## config.mk

```make
export PLATFORM = sky130hd
export DESIGN_NAME = dsp_serial_port
export DESIGN_NICKNAME = d
export VERILOG_FILES = /design/src/logic/dsp_pkg.sv /design/src/logic/dsp_fifo_if.sv /design/src/logic/dsp_fifo.sv /design/src/logic/dsp_serial_port.sv
export SDC_FILE = /design/constraint.sdc
export NUM_CORES = 1
export LEC_CHECK = 0
export BUFFER_PORTS_ARGS = -buffer_cell sky130_fd_sc_hd__buf_2
export CAP_MARGIN = 25
export CORE_MARGIN = 5
export CORE_UTILIZATION = 53
export DETAILED_ROUTE_END_ITERATION = 16
export MAX_ROUTING_LAYER = met4
export PLACE_DENSITY = 0.81
export SETUP_SLACK_MARGIN = 0.1
export SYNTH_ARGS = -nofsm -noshare
export SYNTH_HDL_FRONTEND = slang
export SYNTH_HIERARCHICAL = 1
export SYNTH_SLANG_ARGS = --single-unit
```

## constraint.sdc

```tcl
create_clock -name clk -period 6.4 [get_ports clk]
set_clock_uncertainty 0.15 [all_clocks]
set_input_delay 1.28 -clock clk [delete_from_list [all_inputs] [get_ports clk]]
set_output_delay 1.28 -clock clk [all_outputs]
set_load 0.02 [all_outputs]
```

## src/logic/dsp_pkg.sv

```systemverilog
package dsp_pkg;
	// Word widths and frame shape
	localparam int ACCEL_W = 12;
	localparam int TEMP_W = 10;
	localparam int CTRL_W = 8;
	localparam int FIFO_DEPTH = 8;
	localparam logic [3:0] SAMPLE_EDGE = 4'h1;
	localparam logic [3:0] CTRL_LAST_EDGE = 4'h7;
	localparam logic [3:0] WAKE_EDGE = 4'hf;
	localparam logic [3:0] LAST_FALL = 4'hf;
	localparam logic [3:0] ACCEL_LEAD_ZEROS = 4'h0;
	// Control byte layout
	localparam int CTRL_POWER_DOWN_BIT = 0;
	localparam int CTRL_AXIS_BIT = 3;
	localparam logic [7:0] CTRL_RESET = 8'h04;
	// Acceleration code points, one step per 1/256 g
	localparam logic [11:0] ACCEL_ZERO = 12'h800;
	localparam logic [11:0] ACCEL_POS_FS = 12'hd00;
	localparam logic [11:0] ACCEL_NEG_FS = 12'h300;
	localparam logic [11:0] SELF_TEST_STEP = 12'h0cd;
	// Temperature autoconversion interval
	localparam int CLK_PERIOD_PS = 5000;
	localparam int TEMP_PERIOD_US = 350;
	localparam int TEMP_PERIOD_CYC = TEMP_PERIOD_US * 1000000 / CLK_PERIOD_PS;
	localparam logic [9:0] TEMP_RESET = 10'h000;
	// Accelerometer power state
	typedef enum logic [1:0]
	{
		DSP_RUN = 2'b00,
		DSP_SHUT = 2'b01,
		DSP_WAKE = 2'b10
	} dsp_mode_e;
endpackage

```

## src/logic/dsp_fifo_if.sv

```systemverilog
`timescale 1ns/1ps
interface dsp_fifo_if #(parameter int WIDTH = 12);
	logic wrValid;
	logic wrReady;
	logic [WIDTH-1:0] wrData;
	logic rdValid;
	logic rdReady;
	logic [WIDTH-1:0] rdData;
	modport fifo (input wrValid, input wrData, output wrReady,
		output rdValid, output rdData, input rdReady);
	modport user (output wrValid, output wrData, input wrReady,
		input rdValid, input rdData, output rdReady);
endinterface // dsp_fifo_if

```

## src/logic/dsp_fifo.sv

```systemverilog
`timescale 1ns/1ps
module dsp_fifo #(
	parameter int WIDTH = 12,
	parameter int DEPTH = 8
) (
	input wire logic clk,
	input wire logic rst,
	dsp_fifo_if.fifo port
);
	localparam int AW = $clog2(DEPTH);
	logic [WIDTH-1:0] mem [DEPTH];
	logic [AW-1:0] wrPtr;
	logic [AW-1:0] rdPtr;
	logic [AW:0] count;
	wire push = port.wrValid && port.wrReady;
	wire pop = port.rdValid && port.rdReady;

	// Honest flags straight from the occupancy count
	assign port.wrReady = (count != (AW+1)'(DEPTH));
	assign port.rdValid = (count != '0);
	assign port.rdData = mem[rdPtr];

	// Storage written only on accepted pushes
	always_ff @(posedge clk)
	begin
		if (push)
			mem[wrPtr] <= port.wrData;
	end

	// Pointers wrap at the depth, which need not be a power of two
	always_ff @(posedge clk)
	begin
		if (rst)
		begin
			wrPtr <= '0;
			rdPtr <= '0;
			count <= '0;
		end
		else
		begin
			if (push)
				wrPtr <= (wrPtr == AW'(DEPTH-1)) ? '0 : wrPtr + AW'(1);
			if (pop)
				rdPtr <= (rdPtr == AW'(DEPTH-1)) ? '0 : rdPtr + AW'(1);
			count <= count + (AW+1)'(push) - (AW+1)'(pop);
		end
	end
endmodule // dsp_fifo

```

## src/logic/dsp_serial_port.sv

```systemverilog
`timescale 1ns/1ps
// Functional notes
// - Low temp select frames one temperature read
// - Data out changes on serial clock falls
// - Control bits captured on serial clock rises
// - Accel select fall starts conversion and frame
// - Serial clock paces the acceleration conversion
// - Result is 12-bit offset binary, zero 0x800
// - Sample taken on second rise after select
// - Conversion spans sixteen serial clocks
// - Accel select rise releases data out unless temp select is low
// - Held select starts next conversion automatically
// - Control bit 3 picks x or y
// - Control bit 0 enters power-down immediately
// - Control contents kept while shut down
// - Wake-up takes effect on sixteenth rise
// - Temp port ignores clocks unless selected
// - Temp read: leading zero, ten bits
// - Last temp bit held until select rises
// - Temperature is two's complement quarter degrees
// - Temperature autoconverts every 350 us
module dsp_serial_port #(
	parameter int TEMP_PERIOD = dsp_pkg::TEMP_PERIOD_CYC
) (
	input wire logic clk,
	input wire logic rst,
	input wire logic sclk,
	input wire logic accelSelN,
	input wire logic temp_select_n,
	input wire logic din,
	input wire logic self_test_in,
	input wire logic [dsp_pkg::ACCEL_W-1:0] accelX,
	input wire logic [dsp_pkg::ACCEL_W-1:0] accelY,
	input wire logic [dsp_pkg::TEMP_W-1:0] tempIn,
	output logic dout,
	output logic doutOe,
	output logic powerDown
);
	import dsp_pkg::*;

	logic [2:0] sclkS;
	logic [2:0] accelSelS;
	logic [1:0] tempSelS;
	logic [1:0] dinS;
	logic [1:0] selfTestS;
	logic [ACCEL_W-1:0] accelXS [2];
	logic [ACCEL_W-1:0] accelYS [2];
	logic [TEMP_W-1:0] tempS [2];
	logic [3:0] riseCount;
	logic [3:0] fallCount;
	logic [CTRL_W-2:0] ctrlShift;
	logic [CTRL_W-1:0] ctrl;
	logic [CTRL_W-1:0] pendingCtrl;
	dsp_mode_e mode;
	logic pendValid;
	logic [ACCEL_W-1:0] pendData;
	logic [ACCEL_W-1:0] dataWord;
	logic [TEMP_W-1:0] tempReg;
	logic [TEMP_W-1:0] tempWord;
	logic [16:0] tempTimer;
	logic tempFrameD;
	logic next_dout;

	dsp_fifo_if #(.WIDTH(ACCEL_W)) sampleQ ();

	dsp_fifo #(.WIDTH(ACCEL_W), .DEPTH(FIFO_DEPTH)) u_fifo (
		.clk(clk),
		.rst(rst),
		.port(sampleQ.fifo)
	);

	// Two-flop synchronisers; first stages feed only second stages
	always_ff @(posedge clk)
	begin
		sclkS <= {sclkS[1:0], sclk};
		accelSelS <= {accelSelS[1:0], accelSelN};
		tempSelS <= {tempSelS[0], temp_select_n};
		dinS <= {dinS[0], din};
		selfTestS <= {selfTestS[0], self_test_in};
		accelXS <= '{accelX, accelXS[0]};
		accelYS <= '{accelY, accelYS[0]};
		tempS <= '{tempIn, tempS[0]};
	end

	// Edge and frame decode on synchronised levels; accel wins if both are low
	wire sclkRise = sclkS[1] && !sclkS[2];
	wire sclkFall = !sclkS[1] && sclkS[2];
	wire accelFrame = !accelSelS[1];
	wire accelStart = !accelSelS[1] && accelSelS[2];
	wire tempFrame = !tempSelS[1] && !accelFrame;
	wire frameActive = accelFrame || tempFrame;
	wire ctrlWrite = accelFrame && sclkRise && (riseCount == CTRL_LAST_EDGE);
	wire wakeEdge = accelFrame && sclkRise && (riseCount == WAKE_EDGE);
	wire [CTRL_W-1:0] newByte = {ctrlShift, dinS[1]};
	wire tempHold = tempFrame && (fallCount == LAST_FALL);

	// Edge counters only run inside a frame; an idle bus has no effect
	always_ff @(posedge clk)
	begin
		if (rst || !frameActive || accelStart)
		begin
			riseCount <= '0;
			fallCount <= '0;
		end
		else
		begin
			if (sclkRise)
				riseCount <= riseCount + 4'h1;
			if (sclkFall && !tempHold)
				fallCount <= fallCount + 4'h1;
		end
	end

	// Control byte arrives MSB first over the first eight rises
	always_ff @(posedge clk)
	begin
		if (rst)
			ctrlShift <= '0;
		else if (accelFrame && sclkRise && riseCount < CTRL_LAST_EDGE)
			ctrlShift <= {ctrlShift[CTRL_W-3:0], dinS[1]};
	end

	// Power state; in shutdown a wake byte waits for the 16th rise
	always_ff @(posedge clk)
	begin
		if (rst)
		begin
			mode <= DSP_RUN;
			ctrl <= CTRL_RESET;
			pendingCtrl <= CTRL_RESET;
		end
		else
		begin
			case (mode)
				DSP_RUN:
				begin
					if (ctrlWrite)
					begin
						ctrl <= newByte;
						if (newByte[CTRL_POWER_DOWN_BIT])
							mode <= DSP_SHUT;
					end
				end
				DSP_SHUT:
				begin
					if (ctrlWrite && !newByte[CTRL_POWER_DOWN_BIT])
					begin
						pendingCtrl <= newByte;
						mode <= DSP_WAKE;
					end
				end
				DSP_WAKE:
				begin
					if (wakeEdge)
					begin
						ctrl <= pendingCtrl;
						mode <= DSP_RUN;
					end
					else if (!accelFrame)
						mode <= DSP_SHUT;
				end
				default:
					mode <= DSP_RUN;
			endcase
		end
	end

	// Sample the chosen axis at the second rise, not while shut down
	wire sampleTake = accelFrame && sclkRise && (riseCount == SAMPLE_EDGE)
		&& (mode == DSP_RUN);
	wire [ACCEL_W-1:0] axisValue = ctrl[CTRL_AXIS_BIT] ? accelYS[1] : accelXS[1];
	wire [ACCEL_W-1:0] sampleValue = selfTestS[1] ? axisValue + SELF_TEST_STEP : axisValue;

	// Pending slot holds a sample until the FIFO takes it
	always_ff @(posedge clk)
	begin
		if (rst)
		begin
			pendValid <= 1'b0;
			pendData <= ACCEL_ZERO;
		end
		else if (sampleTake)
		begin
			pendValid <= 1'b1;
			pendData <= sampleValue;
		end
		else if (sampleQ.wrReady)
			pendValid <= 1'b0;
	end

	assign sampleQ.wrValid = pendValid;
	assign sampleQ.wrData = pendData;
	// Drain only after this frame's sample point, so nothing stale is shown
	assign sampleQ.rdReady = accelFrame && (riseCount > SAMPLE_EDGE);

	// Output word cleared at each frame start; shutdown frames read zero
	always_ff @(posedge clk)
	begin
		if (rst || accelStart)
			dataWord <= '0;
		else if (sampleQ.rdValid && sampleQ.rdReady)
			dataWord <= sampleQ.rdData;
	end

	// Temperature timer; an expiry during a read is locked out
	wire tempExpire = (tempTimer == 17'(TEMP_PERIOD - 1));
	always_ff @(posedge clk)
	begin
		tempFrameD <= rst ? 1'b0 : tempFrame;
		if (rst || tempExpire || (tempFrameD && !tempFrame))
			tempTimer <= '0;
		else
			tempTimer <= tempTimer + 17'h1;
		if (rst)
			tempReg <= TEMP_RESET;
		else if (tempExpire && !tempFrame)
			tempReg <= tempS[1];
		if (rst)
			tempWord <= TEMP_RESET;
		else if (!tempFrame)
			tempWord <= tempReg;
	end

	// Bit select; the temperature tail repeats its last bit
	wire [15:0] accelOut = {ACCEL_LEAD_ZEROS, dataWord};
	wire [15:0] tempOut = {1'b0, tempWord, {5{tempWord[0]}}};
	wire [3:0] bitIdx = LAST_FALL - fallCount;
	always_comb
	begin
		next_dout = 1'b0;
		if (accelFrame)
			next_dout = accelOut[bitIdx];
		else if (tempFrame)
			next_dout = tempOut[bitIdx];
	end

	// Pin drivers registered; released as soon as no select is low
	always_ff @(posedge clk)
	begin
		if (rst)
		begin
			dout <= 1'b0;
			doutOe <= 1'b0;
			powerDown <= 1'b0;
		end
		else
		begin
			dout <= next_dout;
			doutOe <= frameActive;
			powerDown <= (mode != DSP_RUN);
		end
	end
endmodule // dsp_serial_port

```

==> run summary <==
The detailed router finished its first iteration with 366 violations. The share of the clock period used by the worst path after layout is 47.0%. The main flop type after synthesis was sky130_fd_sc_hd__dfxtp_1.

The total number of nets in the final design came out at 843. Final critical delay including setup and external delays: 3010 ps. The total count of hold-check failures in the final report came out at 0.

The actual transition at the worst max-transition pin is 1000 ps. For this run, the number of Yosys warnings is 6. The core region is 18,600 µm². Hold repair after CTS inserted 0 buffers.

The run gives 10,700 µm as the estimated wirelength of the detail-placed design. In the routed design, unresolved DRC markers number 0. Maximum vdd ir drop: 0.000241 V. The run gives 3270 ps as the arrival time of data at the critical path endpoint. For this run, the total global-route usage over all layers was measured as 16.3%. The horizontal die dimension is 147 µm. The clock-pin slew on the worst setup and hold paths was 60 ps; the endpoint required time on the critical path was 6660 ps. The clock drives 270 sinks. The critical path is of the register to register type.

The worst hold path passes through 0 cells. For the end-of-flow core utilization, the log shows 59.9%. The worst register-to-register path has a depth of 6.

Using the TritonRoute via totals, the vias-per-cell ratio works out to 5.40. Setup violations remaining at the end of the flow were counted as 0. The H-tree depth is 1. The run finished with clean final reports. From synthesis to final layout, the design area changed by 11.9%.

Across the run, the number of max-cap violations was 0. In the synthesized netlist, the number of instances is 739. For the worst-skew pair, the clock arrives at the later sink with an insertion delay of 510 ps. The synthesized design contains 270 register bits. Once detail routing completed, the nets flagged for antenna violations numbered 0. The die area was 21,700 µm²; the sum of negative setup slack was 0 ps.

Once the floorplan was initialized, standard cells occupied 53.5% of the core. For this run, asynchronously set or reset flops after synthesis account for 0%. The element type at the critical path end was a register. The logs give 5,624 for the via count of the first global-routing pass and 3 for the maximum clock insertion buffer count. The congestion estimate from routability-driven global placement came to 0.801. For this design the static power due to leakage is 0.00397 µW. In this run the worst hold path is classified as register to register.

Dividing the detail-routed wire length by the instance count gives 16.6 µm. The number of antenna diodes in the final layout is 0. The count of buffers from port buffering came out at 43. In this run, synthesis inferred 96 flip-flops with an integrated enable. The number of top-level design ports is 44. The first global-routing pass estimated 28,300 µm of wire. The tools report the initial antenna violation count as 0. Setup repair after global routing left no endpoint under its margin.

After global routing the overflow that remains totals 0. The ratio of cells with drive above 1 in the final layout was 16.1%. The number of nets in the synthesized netlist is 797. The tree is rooted in a sky130_fd_sc_hd__clkbuf_16. The number of clock buffers added by TritonCTS is 25. Counting distinct cell types in the post-synthesis netlist gives 63. Entering global routing, the biggest net connects 65 pins.

After clock tree synthesis, the setup repair step added 0 buffers. The number of max-slew violations in the final report was 0; the count of TritonRoute iterations in the first routing pass was 5. A synthesized cell averages 13.5 µm². The die is 147 µm tall.

The sequential area share after synthesis came out at 63.8%. For the number of placement rows, the log shows 50. The total via count in the routed design is 5,597, and the detailed-route wire length is 17,200 µm. The quantity of gates resized following cts is 0, and the headroom to the max-slew limit is 32.6%.

The filler cell count was 1,381. Power spread over the standard cell area amounts to 293 nW/µm². The critical-path maximum fanout is 27, and the synthesized cell area is 9980 µm². The fmax came out at 332 MHz.

TritonCTS built the clock tree. The worst setup path is launched from a register.
==> cells by family after synthesis <==
group,share of synthesized area [%]
compound gates,3.91
mux,13.6
simple gates,11.7
fa+ha+maj,2.21
buf+inv,2.56
xor+xnor,2.19
flops,63.8
==> Yosys cell counts (2+ instances only) <==
| cell type | count | area [µm²] |
|---|---|---|
| sky130_fd_sc_hd__a21o_1 | 2 | 15.0 |
| sky130_fd_sc_hd__a21oi_1 | 29 | 145 |
| sky130_fd_sc_hd__and2_1 | 4 | 25.0 |
| sky130_fd_sc_hd__and3_1 | 4 | 25.0 |
| sky130_fd_sc_hd__buf_1 | 2 | 7.51 |
| sky130_fd_sc_hd__buf_2 | 9 | 45.0 |
| sky130_fd_sc_hd__buf_4 | 5 | 37.5 |
| sky130_fd_sc_hd__buf_6 | 6 | 67.6 |
| sky130_fd_sc_hd__clkbuf_1 | 13 | 48.8 |
| sky130_fd_sc_hd__dfxtp_1 | 174 | 3480 |
| sky130_fd_sc_hd__edfxtp_1 | 96 | 2880 |
| sky130_fd_sc_hd__ha_1 | 16 | 200 |
| sky130_fd_sc_hd__inv_1 | 13 | 48.8 |
| sky130_fd_sc_hd__mux2_2 | 20 | 225 |
| sky130_fd_sc_hd__mux2i_1 | 41 | 410 |
| sky130_fd_sc_hd__mux4_1 | 24 | 631 |
| sky130_fd_sc_hd__mux4_2 | 4 | 90.1 |
| sky130_fd_sc_hd__nand2_1 | 49 | 184 |
| sky130_fd_sc_hd__nand2_2 | 2 | 12.5 |
| sky130_fd_sc_hd__nand2b_1 | 15 | 93.8 |
| sky130_fd_sc_hd__nand3_1 | 20 | 100 |
| sky130_fd_sc_hd__nand4_1 | 9 | 56.3 |
| sky130_fd_sc_hd__nor2_1 | 73 | 274 |
| sky130_fd_sc_hd__nor2b_1 | 7 | 43.8 |
| sky130_fd_sc_hd__nor3_1 | 18 | 90.1 |
| sky130_fd_sc_hd__nor3b_1 | 3 | 22.5 |
| sky130_fd_sc_hd__nor4_1 | 4 | 25.0 |
| sky130_fd_sc_hd__o211a_1 | 2 | 20.0 |
| sky130_fd_sc_hd__o21ai_0 | 6 | 30.0 |
| sky130_fd_sc_hd__o31ai_1 | 3 | 22.5 |
| sky130_fd_sc_hd__o31ai_2 | 2 | 25.0 |
| sky130_fd_sc_hd__or3_1 | 7 | 43.8 |
| sky130_fd_sc_hd__or3b_2 | 3 | 26.3 |
| sky130_fd_sc_hd__or4b_1 | 2 | 20.0 |
| sky130_fd_sc_hd__xnor2_1 | 12 | 105 |
| sky130_fd_sc_hd__xor2_1 | 13 | 114 |
==> flip-flops by register name (all words and copies together), names as in the netlist, 10 cells and up, named ones only <==
name,count
tempReg,10
accelXS,24
tempWord,10
dataWord,12
tempTimer,17
accelYS,24
tempS,20
pendData,12
u_fifo/mem,96
==> cell usage in the layout (no fill, tap or decap), types with 2 or more instances in the layout <==
master and instances:
sky130_fd_sc_hd__mux2i_1 41, sky130_fd_sc_hd__buf_2 43, sky130_fd_sc_hd__dfxtp_1 174, sky130_fd_sc_hd__or3_1 7, sky130_fd_sc_hd__clkbuf_8 4, sky130_fd_sc_hd__buf_4 10
sky130_fd_sc_hd__and3_1 4, sky130_fd_sc_hd__nor4_1 2, sky130_fd_sc_hd__xnor2_1 12, sky130_fd_sc_hd__mux2_2 20, sky130_fd_sc_hd__o31ai_1 3, sky130_fd_sc_hd__clkinv_1 2
sky130_fd_sc_hd__nor3b_1 3, sky130_fd_sc_hd__xor2_1 13, sky130_fd_sc_hd__clkbuf_16 25, sky130_fd_sc_hd__nand4_1 9, sky130_fd_sc_hd__and2_1 4, sky130_fd_sc_hd__inv_1 13
sky130_fd_sc_hd__or3b_2 3, sky130_fd_sc_hd__nor2_1 73, sky130_fd_sc_hd__nand2_2 2, sky130_fd_sc_hd__clkbuf_1 6, sky130_fd_sc_hd__or4b_1 2, sky130_fd_sc_hd__a21o_1 2
sky130_fd_sc_hd__nor3_1 18, sky130_fd_sc_hd__mux4_1 24, sky130_fd_sc_hd__o21ai_0 6, sky130_fd_sc_hd__ha_1 16, sky130_fd_sc_hd__nor4_4 2, sky130_fd_sc_hd__nand2b_1 15
sky130_fd_sc_hd__o211a_1 2, sky130_fd_sc_hd__nor2b_1 7, sky130_fd_sc_hd__a21oi_1 29, sky130_fd_sc_hd__nand3_1 20, sky130_fd_sc_hd__o31ai_2 2, sky130_fd_sc_hd__mux4_2 4
sky130_fd_sc_hd__edfxtp_1 96, sky130_fd_sc_hd__clkinv_2 5, sky130_fd_sc_hd__nand2_1 49
==> layer usage <==
layer / wire, µm / part of all wire [%] / up-vias / track usage (%)
met5: 0 / 0 / - / -
met2: 8490 / 50 / 114 / 27.7
li1: - / - / 2766 / -
met4: 411 / 2.4 / 0 / 4.80
met3: 695 / 4.1 / 27 / 2.00
met1: 7550 / 44 / 2690 / 20.6
==> final timing paths <==
check                   start          end  slack, ps
hold reg to reg   accelXS[21]   accelXS[9]        170
hold / removal    accelXS[21]   accelXS[9]        170
setup reg to reg      ctrl[3]  pendData[8]       3390
setup / recovery      ctrl[3]  pendData[8]       3390
==> power breakdown <==
part           internal [µW]  total, µW  switching, µW  leakage, µW
Clock                    803       1390            590     0.000385
Combinational           29.9       65.6           35.7      0.00128
Sequential              1800       1810           17.6      0.00230
==> area by class of cell <==
cell class / count / area [µm²] / area share, %
flip-flops and latches: 270 / 6370 / 57.0
multi-input cells: 421 / 3380 / 30.3
clock buffers: 35 / 703 / 6.30
repair buffers: 54 / 302 / 2.70
well taps: 234 / 293 / 2.62
clock inverters: 9 / 71.3 / 0.639
inverters: 13 / 48.8 / 0.437
==> critical path, stage by stage, from the launching register on <==
cell and delay (ps):
sky130_fd_sc_hd__dfxtp_1 930, sky130_fd_sc_hd__mux2_2 430, sky130_fd_sc_hd__ha_1 220, sky130_fd_sc_hd__or4b_1 540
sky130_fd_sc_hd__o211a_1 180, sky130_fd_sc_hd__o21a_1 200, sky130_fd_sc_hd__o311ai_2 250
==> through the flow <==
step / hold WS (ps) / instances / setup slack, ps / area (µm²) / power, µW
after global routing: 178 / 1036 / 3210 / 11200 / 3390
after floorplan: 160 / 739 / 3750 / 9980 / 1890
final: 173 / 1036 / 3390 / 11200 / 3270
after global placement: 160 / 991 / 3460 / 10400 / 1910
after detailed placement: 162 / 992 / 3420 / 10400 / 1920
after CTS: 173 / 1036 / 3400 / 11200 / 3300
Note: power is estimated with default switching activity, not from simulation.
